File: src/include/rxcal_pkg.sv
// Purpose: Shared constants and types for the receiver setup word bank.
// Assumes: Serial words arrive bit 0 first; 32 bits per word.
// Notes:   Field positions are bit indices inside the 32-bit setup word.
package rxcal_pkg;
   localparam int WORD_W = 32;                          // Serial word width
   // Address field of every serial word
   localparam int ADDR_REG_LSB  = 0;                    // Register select low bit
   localparam int ADDR_BANK_LSB = 3;                    // Bank select low bit
   localparam logic [2:0] REG_CAL   = 3'h2;             // Calibration setup word
   localparam logic [2:0] REG_MIX   = 3'h3;             // Mixer load and filter word
   localparam logic [2:0] REG_BIAS  = 3'h5;             // Bias trim word
   localparam logic [1:0] BANK_SETUP = 2'h1;            // Bank holding these words
   // Calibration word fields
   localparam int CAL_START_POS = 5;                    // Autocal start, self clearing
   localparam int IOFS_LSB      = 6;                    // In-phase offset code
   localparam int QOFS_LSB      = 14;                   // Quadrature offset code
   localparam int DETREF_LSB    = 22;                   // Detector reference current
   localparam int CALSEL_POS    = 24;                   // 1 = automatic calibration
   localparam int DIVSEL_LSB    = 25;                   // Calibration clock divide code
   localparam int CLKSRC_POS    = 28;                   // 1 = internal oscillator
   localparam int OSCTRIM_LSB   = 29;                   // Oscillator trim
   // Mixer load word fields
   localparam int INPHASE_LOAD_SIDE_A_LSB   = 5;                    // In-phase load side A
   localparam int INPHASE_LOAD_SIDE_B_LSB   = 11;                   // In-phase load side B
   localparam int QUAD_LOAD_SIDE_A_LSB   = 17;                   // Quadrature load side A
   localparam int QUAD_LOAD_SIDE_B_LSB   = 23;                   // Quadrature load side B
   localparam int BYPASS_POS    = 29;                   // Filter bypass
   localparam int PEAK_LSB      = 30;                   // Peaking control
   // Bias trim word fields
   localparam int TRIM_LSB      = 5;                    // First of six 2-bit trims
   // Reset values
   localparam logic [7:0] IOFS_RST    = 8'h80;          // Only top bit set
   localparam logic [7:0] QOFS_RST    = 8'h80;          // Only top bit set
   localparam logic [1:0] DETREF_RST  = 2'h3;           // Highest current
   localparam logic       CALSEL_RST  = 1'b1;           // Automatic
   localparam logic [2:0] DIVSEL_RST  = 3'h0;           // Divide by 1
   localparam logic       CLKSRC_RST  = 1'b1;           // Internal oscillator
   localparam logic [2:0] OSCTRIM_RST = 3'h1;           // Low bit set, others clear
   localparam logic [1:0] PEAK_RST    = 2'h1;           // Peaking control default
   localparam logic [1:0] TRIM_RST    = 2'h1;           // Every current trim
   // Divide ratios per code
   localparam logic [14:0] DIV_R0 = 15'h0001;           // 1
   localparam logic [14:0] DIV_R1 = 15'h0008;           // 8
   localparam logic [14:0] DIV_R2 = 15'h0010;           // 16
   localparam logic [14:0] DIV_R3 = 15'h0080;           // 128
   localparam logic [14:0] DIV_R4 = 15'h0100;           // 256
   localparam logic [14:0] DIV_R5 = 15'h0400;           // 1024
   localparam logic [14:0] DIV_R6 = 15'h0800;           // 2048
   localparam logic [14:0] DIV_R7 = 15'h412c;           // 16684

   // Decoded setup fields driven to the analog side
   typedef struct packed {
      logic [7:0] inphase_offset_code;
      logic [7:0] quad_offset_code;
      logic [1:0] detector_ref_current_sel;
      logic       auto_cal_sel;
      logic [2:0] cal_div_code;
      logic       cal_src_osc;
      logic [2:0] osc_trim;
      logic [5:0] inphase_load_side_a;
      logic [5:0] inphase_load_side_b;
      logic [5:0] quad_load_side_a;
      logic [5:0] quad_load_side_b;
      logic       filter_bypass;
      logic [1:0] peaking_ctrl;
      logic [1:0] mixer_transconductance_adj;
      logic [1:0] switch_core_common_mode_adj;
      logic [1:0] local_osc_buffer_current_adj;
      logic [1:0] mixer_out_buffer_current_adj;
      logic [1:0] filter_current_adj;
      logic [1:0] filter_out_buffer_current_adj;
   } rxcal_setup_t;

   // Autocal control states
   typedef enum logic [1:0] {
      RXCAL_IDLE = 2'b01,
      RXCAL_RUN  = 2'b10
   } rxcal_state_t;
endpackage

File: src/verilog/rxcal_setup_regs.sv
// Purpose: Serially loaded calibration, mixer-load and bias-trim setup words.
// Assumes: Serial pins are asynchronous to clk_i; bits sampled on serial clock rise.
// Notes:   Calibration algorithm is outside; it reports completion on cal_done_i.
//          A stored word reaches the field outputs about three clocks after the
//          strobe pin rises: two synchroniser flops, then the store on the decoded edge.
`timescale 1ns/1ns
`default_nettype none

// Summary of operation
// - In-phase offset code bits 6-13, reset 128
// - Quadrature offset code bits 14-21, reset 128
// - Detector reference current bits 22-23, reset 11
// - Bit 24 picks manual or automatic calibration
// - Bits 25-27 pick calibration clock divide ratio
// - Bit 28 picks oscillator or serial clock
// - Bits 29-31 trim internal oscillator frequency
// - Four 6-bit mixer loads, reset zero
// - Filter bypass bit 29, peaking 30-31 reset 01
// - Six 2-bit current trims, bits 5-16, reset 01
// - Bits 0-4 address register and bank
// - Bit 5 starts autocal when bit 24 is set, self clears when done
module rxcal_setup_regs (
   input  wire logic                  clk_i,          // 20 MHz system clock
   input  wire logic                  reset_n_i,      // Async reset, active low
   input  wire logic                  ser_clk_i,      // Serial clock pin
   input  wire logic                  ser_data_i,     // Serial data pin
   input  wire logic                  ser_strobe_i,   // Latch enable pin, rise stores word
   input  wire logic                  osc_clk_i,      // Internal oscillator output
   input  wire logic                  cal_done_i,     // Calibration finished, one-cycle pulse
   output rxcal_pkg::rxcal_setup_t    setup_o,        // Stored setup fields
   output logic                       cal_active_o,   // Autocal start bit state
   output logic                       cal_tick_o      // Divided calibration clock enable
);

   // Divide code to ratio lookup
   function automatic logic [14:0] div_ratio(input logic [2:0] code);
      case (code)
         3'h0:    div_ratio = rxcal_pkg::DIV_R0;
         3'h1:    div_ratio = rxcal_pkg::DIV_R1;
         3'h2:    div_ratio = rxcal_pkg::DIV_R2;
         3'h3:    div_ratio = rxcal_pkg::DIV_R3;
         3'h4:    div_ratio = rxcal_pkg::DIV_R4;
         3'h5:    div_ratio = rxcal_pkg::DIV_R5;
         3'h6:    div_ratio = rxcal_pkg::DIV_R6;
         default: div_ratio = rxcal_pkg::DIV_R7;
      endcase
   endfunction

   logic [3:0]  sync1_reg;                // First stage: sclk, data, strobe, osc
   logic [3:0]  sync2_reg;                // Second stage
   logic        sclk_d_reg;               // Delayed serial clock for edge
   logic        strb_d_reg;               // Delayed strobe for edge
   logic        osc_d_reg;                // Delayed oscillator for edge
   logic [31:0] shift_reg;                // Serial shift register
   logic [31:0] cal_reg;                  // Calibration word, bits 31..6 used
   logic [31:0] mix_reg;                  // Mixer load and filter word
   logic [31:0] bias_reg;                 // Bias trim word
   rxcal_pkg::rxcal_state_t state_reg;    // Autocal state
   rxcal_pkg::rxcal_state_t state_next;   // Autocal next state
   logic [14:0] div_cnt_reg;              // Calibration clock divider count
   logic        tick_reg;                 // Registered divided tick

   // Edge and decode wires. Address bits sit at the bottom of the shifted
   // word once all 32 bits are in; a short word leaves stale lower bits.
   // Edges are one clock wide because each compares against a delayed copy.
   wire         sclk_rise = sync2_reg[0] & ~sclk_d_reg;
   wire         strb_rise = sync2_reg[2] & ~strb_d_reg;
   wire         osc_rise  = sync2_reg[3] & ~osc_d_reg;
   wire [2:0]   wr_reg    = shift_reg[rxcal_pkg::ADDR_REG_LSB +: 3];
   wire [1:0]   wr_bank   = shift_reg[rxcal_pkg::ADDR_BANK_LSB +: 2];
   wire         bank_ok   = (wr_bank == rxcal_pkg::BANK_SETUP);
   wire         wr_cal    = strb_rise & bank_ok & (wr_reg == rxcal_pkg::REG_CAL);
   wire         wr_mix    = strb_rise & bank_ok & (wr_reg == rxcal_pkg::REG_MIX);
   wire         wr_bias   = strb_rise & bank_ok & (wr_reg == rxcal_pkg::REG_BIAS);
   wire         src_edge  = cal_reg[rxcal_pkg::CLKSRC_POS] ? osc_rise : sclk_rise;
   wire [14:0]  ratio     = div_ratio(cal_reg[rxcal_pkg::DIVSEL_LSB +: 3]);
   wire         div_wrap  = (div_cnt_reg >= ratio - 15'h0001);
   wire         start_req = wr_cal & shift_reg[rxcal_pkg::CAL_START_POS]
                            & shift_reg[rxcal_pkg::CALSEL_POS];

   // Pin synchronisers; first stage read only by second
   // Reset to the idle pin levels so no false edge follows reset
   always_ff @(posedge clk_i or negedge reset_n_i) begin
      if (!reset_n_i) begin
         sync1_reg <= 4'h0;
         sync2_reg <= 4'h0;
      end else begin
         sync1_reg <= {osc_clk_i, ser_strobe_i, ser_data_i, ser_clk_i};
         sync2_reg <= sync1_reg;
      end
   end

   // Edge detection stage
   always_ff @(posedge clk_i or negedge reset_n_i) begin
      if (!reset_n_i) begin
         sclk_d_reg <= 1'b0;
         strb_d_reg <= 1'b0;
         osc_d_reg  <= 1'b0;
      end else begin
         sclk_d_reg <= sync2_reg[0];
         strb_d_reg <= sync2_reg[2];
         osc_d_reg  <= sync2_reg[3];
      end
   end

   // Shift in bit 0 first; after 32 bits, bit 0 sits at the bottom
   // Data is taken in the cycle the serial clock rise is first seen
   always_ff @(posedge clk_i or negedge reset_n_i) begin
      if (!reset_n_i) begin
         shift_reg <= 32'h0;
      end else if (sclk_rise) begin
         shift_reg <= {sync2_reg[1], shift_reg[31:1]};
      end
   end

   // Calibration word store; address bits are never kept
   always_ff @(posedge clk_i or negedge reset_n_i) begin
      if (!reset_n_i) begin
         cal_reg <= {rxcal_pkg::OSCTRIM_RST, rxcal_pkg::CLKSRC_RST, rxcal_pkg::DIVSEL_RST,
                     rxcal_pkg::CALSEL_RST, rxcal_pkg::DETREF_RST, rxcal_pkg::QOFS_RST,
                     rxcal_pkg::IOFS_RST, 6'h00};
      end else if (wr_cal) begin
         cal_reg <= {shift_reg[31:6], 6'h00};
      end
   end

   // Mixer load and filter word store
   always_ff @(posedge clk_i or negedge reset_n_i) begin
      if (!reset_n_i) begin
         mix_reg <= {rxcal_pkg::PEAK_RST, 30'h0};
      end else if (wr_mix) begin
         mix_reg <= {shift_reg[31:5], 5'h00};
      end
   end

   // Bias trim word store; upper bits unused
   always_ff @(posedge clk_i or negedge reset_n_i) begin
      if (!reset_n_i) begin
         bias_reg <= {15'h0, {6{rxcal_pkg::TRIM_RST}}, 5'h00};
      end else if (wr_bias) begin
         bias_reg <= {15'h0, shift_reg[16:5], 5'h00};
      end
   end

   // Autocal state; a new start wins over a completion in the same cycle.
   // Any other calibration word write stops a run, so the host can abort
   // by rewriting the word with the start bit clear.
   always_comb begin
      state_next = state_reg;
      case (state_reg)
         rxcal_pkg::RXCAL_IDLE: begin
            if (start_req) begin
               state_next = rxcal_pkg::RXCAL_RUN;
            end
         end
         rxcal_pkg::RXCAL_RUN: begin
            if (start_req) begin
               state_next = rxcal_pkg::RXCAL_RUN;
            end else if (wr_cal || cal_done_i) begin
               state_next = rxcal_pkg::RXCAL_IDLE;
            end
         end
         default: begin
            state_next = rxcal_pkg::RXCAL_IDLE;
         end
      endcase
   end

   // Autocal state register
   always_ff @(posedge clk_i or negedge reset_n_i) begin
      if (!reset_n_i) begin
         state_reg <= rxcal_pkg::RXCAL_IDLE;
      end else begin
         state_reg <= state_next;
      end
   end

   // Divide the selected source edge by the programmed ratio.
   // A calibration word write restarts the count, so a ratio lowered
   // mid-count cannot leave the counter beyond its new wrap point.
   always_ff @(posedge clk_i or negedge reset_n_i) begin
      if (!reset_n_i) begin
         div_cnt_reg <= 15'h0;
         tick_reg    <= 1'b0;
      end else begin
         tick_reg <= src_edge & div_wrap;
         if (wr_cal) begin
            div_cnt_reg <= 15'h0;
         end else if (src_edge) begin
            div_cnt_reg <= div_wrap ? 15'h0 : div_cnt_reg + 15'h0001;
         end
      end
   end

   // Field outputs straight from stored words
   // Unused word bits are never stored, so they cannot leak into a field
   assign setup_o.inphase_offset_code           = cal_reg[rxcal_pkg::IOFS_LSB +: 8];
   assign setup_o.quad_offset_code              = cal_reg[rxcal_pkg::QOFS_LSB +: 8];
   assign setup_o.detector_ref_current_sel      = cal_reg[rxcal_pkg::DETREF_LSB +: 2];
   assign setup_o.auto_cal_sel                  = cal_reg[rxcal_pkg::CALSEL_POS];
   assign setup_o.cal_div_code                  = cal_reg[rxcal_pkg::DIVSEL_LSB +: 3];
   assign setup_o.cal_src_osc                   = cal_reg[rxcal_pkg::CLKSRC_POS];
   assign setup_o.osc_trim                      = cal_reg[rxcal_pkg::OSCTRIM_LSB +: 3];
   assign setup_o.inphase_load_side_a           = mix_reg[rxcal_pkg::INPHASE_LOAD_SIDE_A_LSB +: 6];
   assign setup_o.inphase_load_side_b           = mix_reg[rxcal_pkg::INPHASE_LOAD_SIDE_B_LSB +: 6];
   assign setup_o.quad_load_side_a              = mix_reg[rxcal_pkg::QUAD_LOAD_SIDE_A_LSB +: 6];
   assign setup_o.quad_load_side_b              = mix_reg[rxcal_pkg::QUAD_LOAD_SIDE_B_LSB +: 6];
   assign setup_o.filter_bypass                 = mix_reg[rxcal_pkg::BYPASS_POS];
   assign setup_o.peaking_ctrl                  = mix_reg[rxcal_pkg::PEAK_LSB +: 2];
   assign setup_o.mixer_transconductance_adj    = bias_reg[rxcal_pkg::TRIM_LSB +: 2];
   assign setup_o.switch_core_common_mode_adj   = bias_reg[rxcal_pkg::TRIM_LSB + 2 +: 2];
   assign setup_o.local_osc_buffer_current_adj  = bias_reg[rxcal_pkg::TRIM_LSB + 4 +: 2];
   assign setup_o.mixer_out_buffer_current_adj  = bias_reg[rxcal_pkg::TRIM_LSB + 6 +: 2];
   assign setup_o.filter_current_adj            = bias_reg[rxcal_pkg::TRIM_LSB + 8 +: 2];
   assign setup_o.filter_out_buffer_current_adj = bias_reg[rxcal_pkg::TRIM_LSB + 10 +: 2];
   assign cal_active_o = (state_reg == rxcal_pkg::RXCAL_RUN);
   assign cal_tick_o   = tick_reg;
endmodule

`default_nettype wire

File: config.mk
export PLATFORM = sky130hd
export DESIGN_NAME = rxcal_setup_regs
export DESIGN_NICKNAME = d
export VERILOG_FILES = /design/src/include/rxcal_pkg.sv /design/src/verilog/rxcal_setup_regs.sv
export SDC_FILE = /design/constraint.sdc
export NUM_CORES = 1
export LEC_CHECK = 0
export BUFFER_PORTS_ARGS = -buffer_cell sky130_fd_sc_hd__buf_2
export CAP_MARGIN = 0
export CORE_ASPECT_RATIO = 0.6
export CORE_UTILIZATION = 55
export DETAILED_ROUTE_END_ITERATION = 8
export GPL_TIMING_DRIVEN = 0
export PLACE_DENSITY_LB_ADDON = 0.15
export SLEW_MARGIN = 20
export SYNTH_ARGS = -nofsm -noshare
export SYNTH_HDL_FRONTEND = slang
export SYNTH_SLANG_ARGS = --single-unit
File: constraint.sdc
create_clock -name clk_i -period 3.7 [get_ports clk_i]
set_input_delay 0.185 -clock clk_i [delete_from_list [all_inputs] [get_ports clk_i]]
set_output_delay 0.185 -clock clk_i [all_outputs]
set_load 0.005 [all_outputs]
# == Yosys cells after proc, flatten, opt, wreduce, memory -nomap -nowiden ==
# Index checks and enable logic that the tools add are counted.
# word_totals
regBits,126
in_bits,7
out_inout_bits,67
# op_classes
n_addsub,2
magnitude_cmp,1
eq_ne,14
muxes,9
bitwise_logic,13
n_reduce_logical,4
# ops
op,count
$pmux W15 S7,1
$mux W15,3
$add A15 B1 Y15 const B,1
$ge A15 B15 Y1,1
$sub A15 B1 Y15 const B,1
$eq A3 B2 Y1 const B,4
$eq A3 B3 Y1 const B,4
$and A1 B1 Y1,10
$mux W2,3
$eq A2 B1 Y1 const B,2
$pmux W2 S2,1
$eq A3 B1 Y1 const B,1
$logic_not A3 Y1,1
$ne A3 B1 Y1 const B,1
$not A1 Y1,3
$eq A2 B2 Y1 const B,1
$ne A2 B2 Y1 const B,1
$reduce_and A2 Y1,1
$reduce_bool A2 Y1,1
$logic_or A1 B1 Y1,1
$mux W1,1

# == Longest topological paths before layout ==
# logic_depth
word_depth,8
mapped_depth,10
ltp_nobuf,9

# == Worst setup path after synthesis ==
# No wires, ideal clock.
# synth_path
path_kind,reg-to-reg
startpoint,register cal_reg[27]
endpoint,register div_cnt_reg[2]
arrival_time_ps,2580
required_ps,3635
setup_slack_ps,1055
path_stages_with_launch,10
n_path_buf,2
cell_sequence,dfrtp_1 -> clkbuf_1 -> nand3b_1 -> ha_1 -> a2111oi_2 -> o21ai_1 -> a311o_1 -> nor4_4 -> buf_6 -> a22o_1
# synth_via
elab_chain_cells,7
# synth_rtl
element,line,rtl
start: declaration,rxcal_setup_regs.sv:55,logic [31:0] cal_reg;
start signal: assignment,rxcal_setup_regs.sv:119,"cal_reg <= {rxcal_pkg::OSCTRIM_RST, rxcal_pkg::CLKSRC_RST, rxcal_pkg::DIVSEL_RST,"
start signal: assignment,rxcal_setup_regs.sv:123,"cal_reg <= {shift_reg[31:6], 6'h00};"
$eq A3 B3 Y1 (tied with other cells),rxcal_setup_regs.sv:37,case (code)
$pmux W15 S7 *,rxcal_setup_regs.sv:37,
$sub A15 B1 Y15 *,rxcal_setup_regs.sv:77,wire div_wrap = (div_cnt_reg >= ratio - 15'h0001);
$ge A15 B15 Y1 *,rxcal_setup_regs.sv:77,
$mux W15 *,rxcal_setup_regs.sv:190,div_cnt_reg <= div_wrap ? 15'h0 : div_cnt_reg + 15'h0001;
$mux W15 *,rxcal_setup_regs.sv:189,end else if (src_edge) begin
$mux W15 *,rxcal_setup_regs.sv:187,if (wr_cal) begin
end signal: assignment,rxcal_setup_regs.sv:190,
end: declaration,rxcal_setup_regs.sv:60,logic [14:0] div_cnt_reg;
# Mark *: on every way between the ends. The rest lies on a longest branch, timed or not. The select of a mux whose other input is x is not followed.
# A chain may end at the register's enable or synchronous reset.

# == Worst setup path in the final report ==
# layout_path
startpoint,register cal_reg[27]
endpoint,register div_cnt_reg[3]
# Same word-level chain as after synthesis.

==> metrics <==
Yosys reg bits between 100 and 150; first-pass GRT wire length 18,570 µm; Main synth FF type dfrtp_1; sequential-to-total area share from yosys stat around three fifths; gpl congestion between 0.8 and 0.9; Setup CP Type flop to flop; Syn-to-layout area delta 21.31%; Clock Sinks around 130; Placed Instances between 600 and 700; VDD IR-drop max around 0.33 mV; RSZ-0062 raised after global routing false; CP endpoint kind flop; post-DR wirelength/cell roughly 17 µm; Power Total around 3.3 mW; Multi-input gate area just over 2000 µm²; most frequent cells after synthesis dfrtp_1, nand2_1, mux2_1; CTS buffer count 17; CTS Hold Bufs 5; Synth cell types between 40 and 50; final period utilization roughly 80%; clk_lat worst skew ~0.41 ns; Synth warnings 0; Setup Viol. Count Final 0; max-slew violations 0; status complete, no violations; Setup Buffers After CTS 0; Routed WL between 10,000 and 15,000 µm; leakage power between 3 and 4 nW; CTS max path bufs 2; maxcap violations 0; max FFs per register 32; Final ANT Viol Nets 0; PostCTS Resize Cnt 0; Sum Neg Setup Slack 0 ns; Die X 129.0 µm; Final Hold Viols 0; Finished Layout Cells roughly 680; # diodes 0; fillcell total ~700; syn avg cell area 12.15 µm²; # IOs between 70 and 80; crit-path max FO 10; die height between 70 and 80 µm; syn_nets 461; Synth area leaders dfrtp_1, mux2_1, dfstp_2; Yosys top cell area share 52.21%; FMAX 0.3293 GHz; largest net degree at the start of global routing 69; Reg clk slew, reported paths approximately 0.060 ns; FFs w/ async S/R, synth between 90% and 100%; cell taking the most area after synthesis dfrtp_1; ratio of cells with drive above 1 in the final layout 24.41%; HPWL Detailed approximately 7700 µm; most common cell in the netlist dfrtp_1; Required @ worst endpoint 4.04 ns; Gate Count Post-Synth around 440; relative slew slack a little over half; HP Class input port to flop; startpoint types flop; Initial Util 57.27%; GRT Residual Overflow 0; Post-synth EDFFs 0; # DRC 0; nets 559; Vias/cell between 5 and 6; vias in the first global route 3,603; root buf cell clkbuf_16; Arr. time, crit path between 3 and 4 ns; FP Rows 27; Post-Syn Area 5320 µm²; Cell Pwr Density slightly above 500 nW/µm²; drt first-iter violations 147; die area about 10,000 µm²; Worst Skew between 0.009 and 0.01 ns; H-Tree Depth 4; DRT Pass-1 Iters 4; CTS tree done; core box area between 9000 and 10,000 µm²; port bufs between 70 and 80; initial antenna violation count 0; GRT Util Overall 24.94%; worst hold slack 0.3405 ns; register area between 3000 and 4000 µm²; fin crit period roughly 3.0 ns; vias 3,681; Worst Tran Pin Value 0.6900 ns
[cell type report]
type / count / area share [%]
Buffer: 18 / 1.163
Sequential cell: 126 / 49.15
Clock buffer: 21 / 6.979
Inverter: 6 / 0.3490
Tap cell: 130 / 2.520
Clock inverter: 11 / 1.105
Timing Repair Buffer: 79 / 6.960
Multi-Input combinational cell: 288 / 31.78
[through the flow]
step / util, % / instance area (µm²) / setup WS [ns]
6_report: 69.47 / 6454 / 0.6631
3_5_place_dp: 63.31 / 5882 / 0.6945
3_3_place_gp: 62.95 / 5848 / 0.7530
5_1_grt: 69.47 / 6454 / 0.4082
2_1_floorplan: - / 5320 / 1.055
4_1_cts: 69.47 / 6454 / 0.6675
[cell usage in the layout (no fill, tap or decap), types with 3 or more instances in the layout]
master / instances
a21o_1: 5
a21oi_1: 10
a22o_1: 10
and2_1: 3
and3_1: 3
buf_2: 72
clkbuf_1: 19
clkbuf_16: 17
clkinv_2: 6
dfrtp_1: 111
dfstp_2: 15
dlygate4sd3_1: 5
ha_1: 16
inv_1: 6
mux2_1: 62
mux2_2: 9
nand2_1: 98
nand3_1: 9
nand3b_1: 3
nand4_1: 4
nand4b_1: 3
nor2_1: 14
nor2b_1: 4
nor3_1: 3
o21ai_1: 8
o311ai_1: 3
xor2_1: 3
[worst paths after layout]
kind / from / end / slack [ns] / cells after the start
hold / removal: cal_done_i / state_reg[0] / 0.34 / 5
setup reg to reg: cal_reg[27] / div_cnt_reg[3] / 0.66 / 9
max in group asynchronous: reset_n_i / bias_reg[13] / 2.60 / 3
setup / recovery: cal_reg[27] / div_cnt_reg[3] / 0.66 / 9
min in group asynchronous: reset_n_i / div_cnt_reg[6] / 0.35 / 2
hold reg to reg: sync1_reg[0] / sync2_reg[0] / 0.35 / 0
[kinds of logic after synthesis]
| family | Yosys count | share of synthesized area [%] |
|---|---|---|
| AOI/OAI and AO/OA | 43 | 5.668 |
| xor gates and xnor gates | 3 | 0.4940 |
| adders and majority gates | 16 | 3.763 |
| buffers and inverters | 24 | 1.834 |
| DFF | 126 | 59.62 |
| muxes | 72 | 15.22 |
| other | 1 | 0.07049 |
| and+or+nand+nor | 153 | 13.33 |
[worst max-delay path, cell delays in order (launching register included)]
cell,delay (ns)
dfrtp_1,0.36
clkbuf_1,0.34
nand3b_1,0.13
ha_1,0.34
a2111oi_2,0.30
o21ai_1,0.12
a311o_1,0.48
nor4_4,0.55
buf_6,0.21
a22o_1,0.14
[per-layer routing]
metal  wire length (µm)  track usage (%)  up-vias
met4                113            8.941        0
met3                712            8.316       10
met2               4978            35.35       94
li1                   -                -     1716
met1               5499            35.71     1861
met5                  0                0        -
[where the power goes]
group          internal (mW)  switching [mW]
combinational          0.101           0.117
sequential              1.48          0.0990
clock                  0.868           0.592
Note: power is estimated with default switching activity, not from simulation.
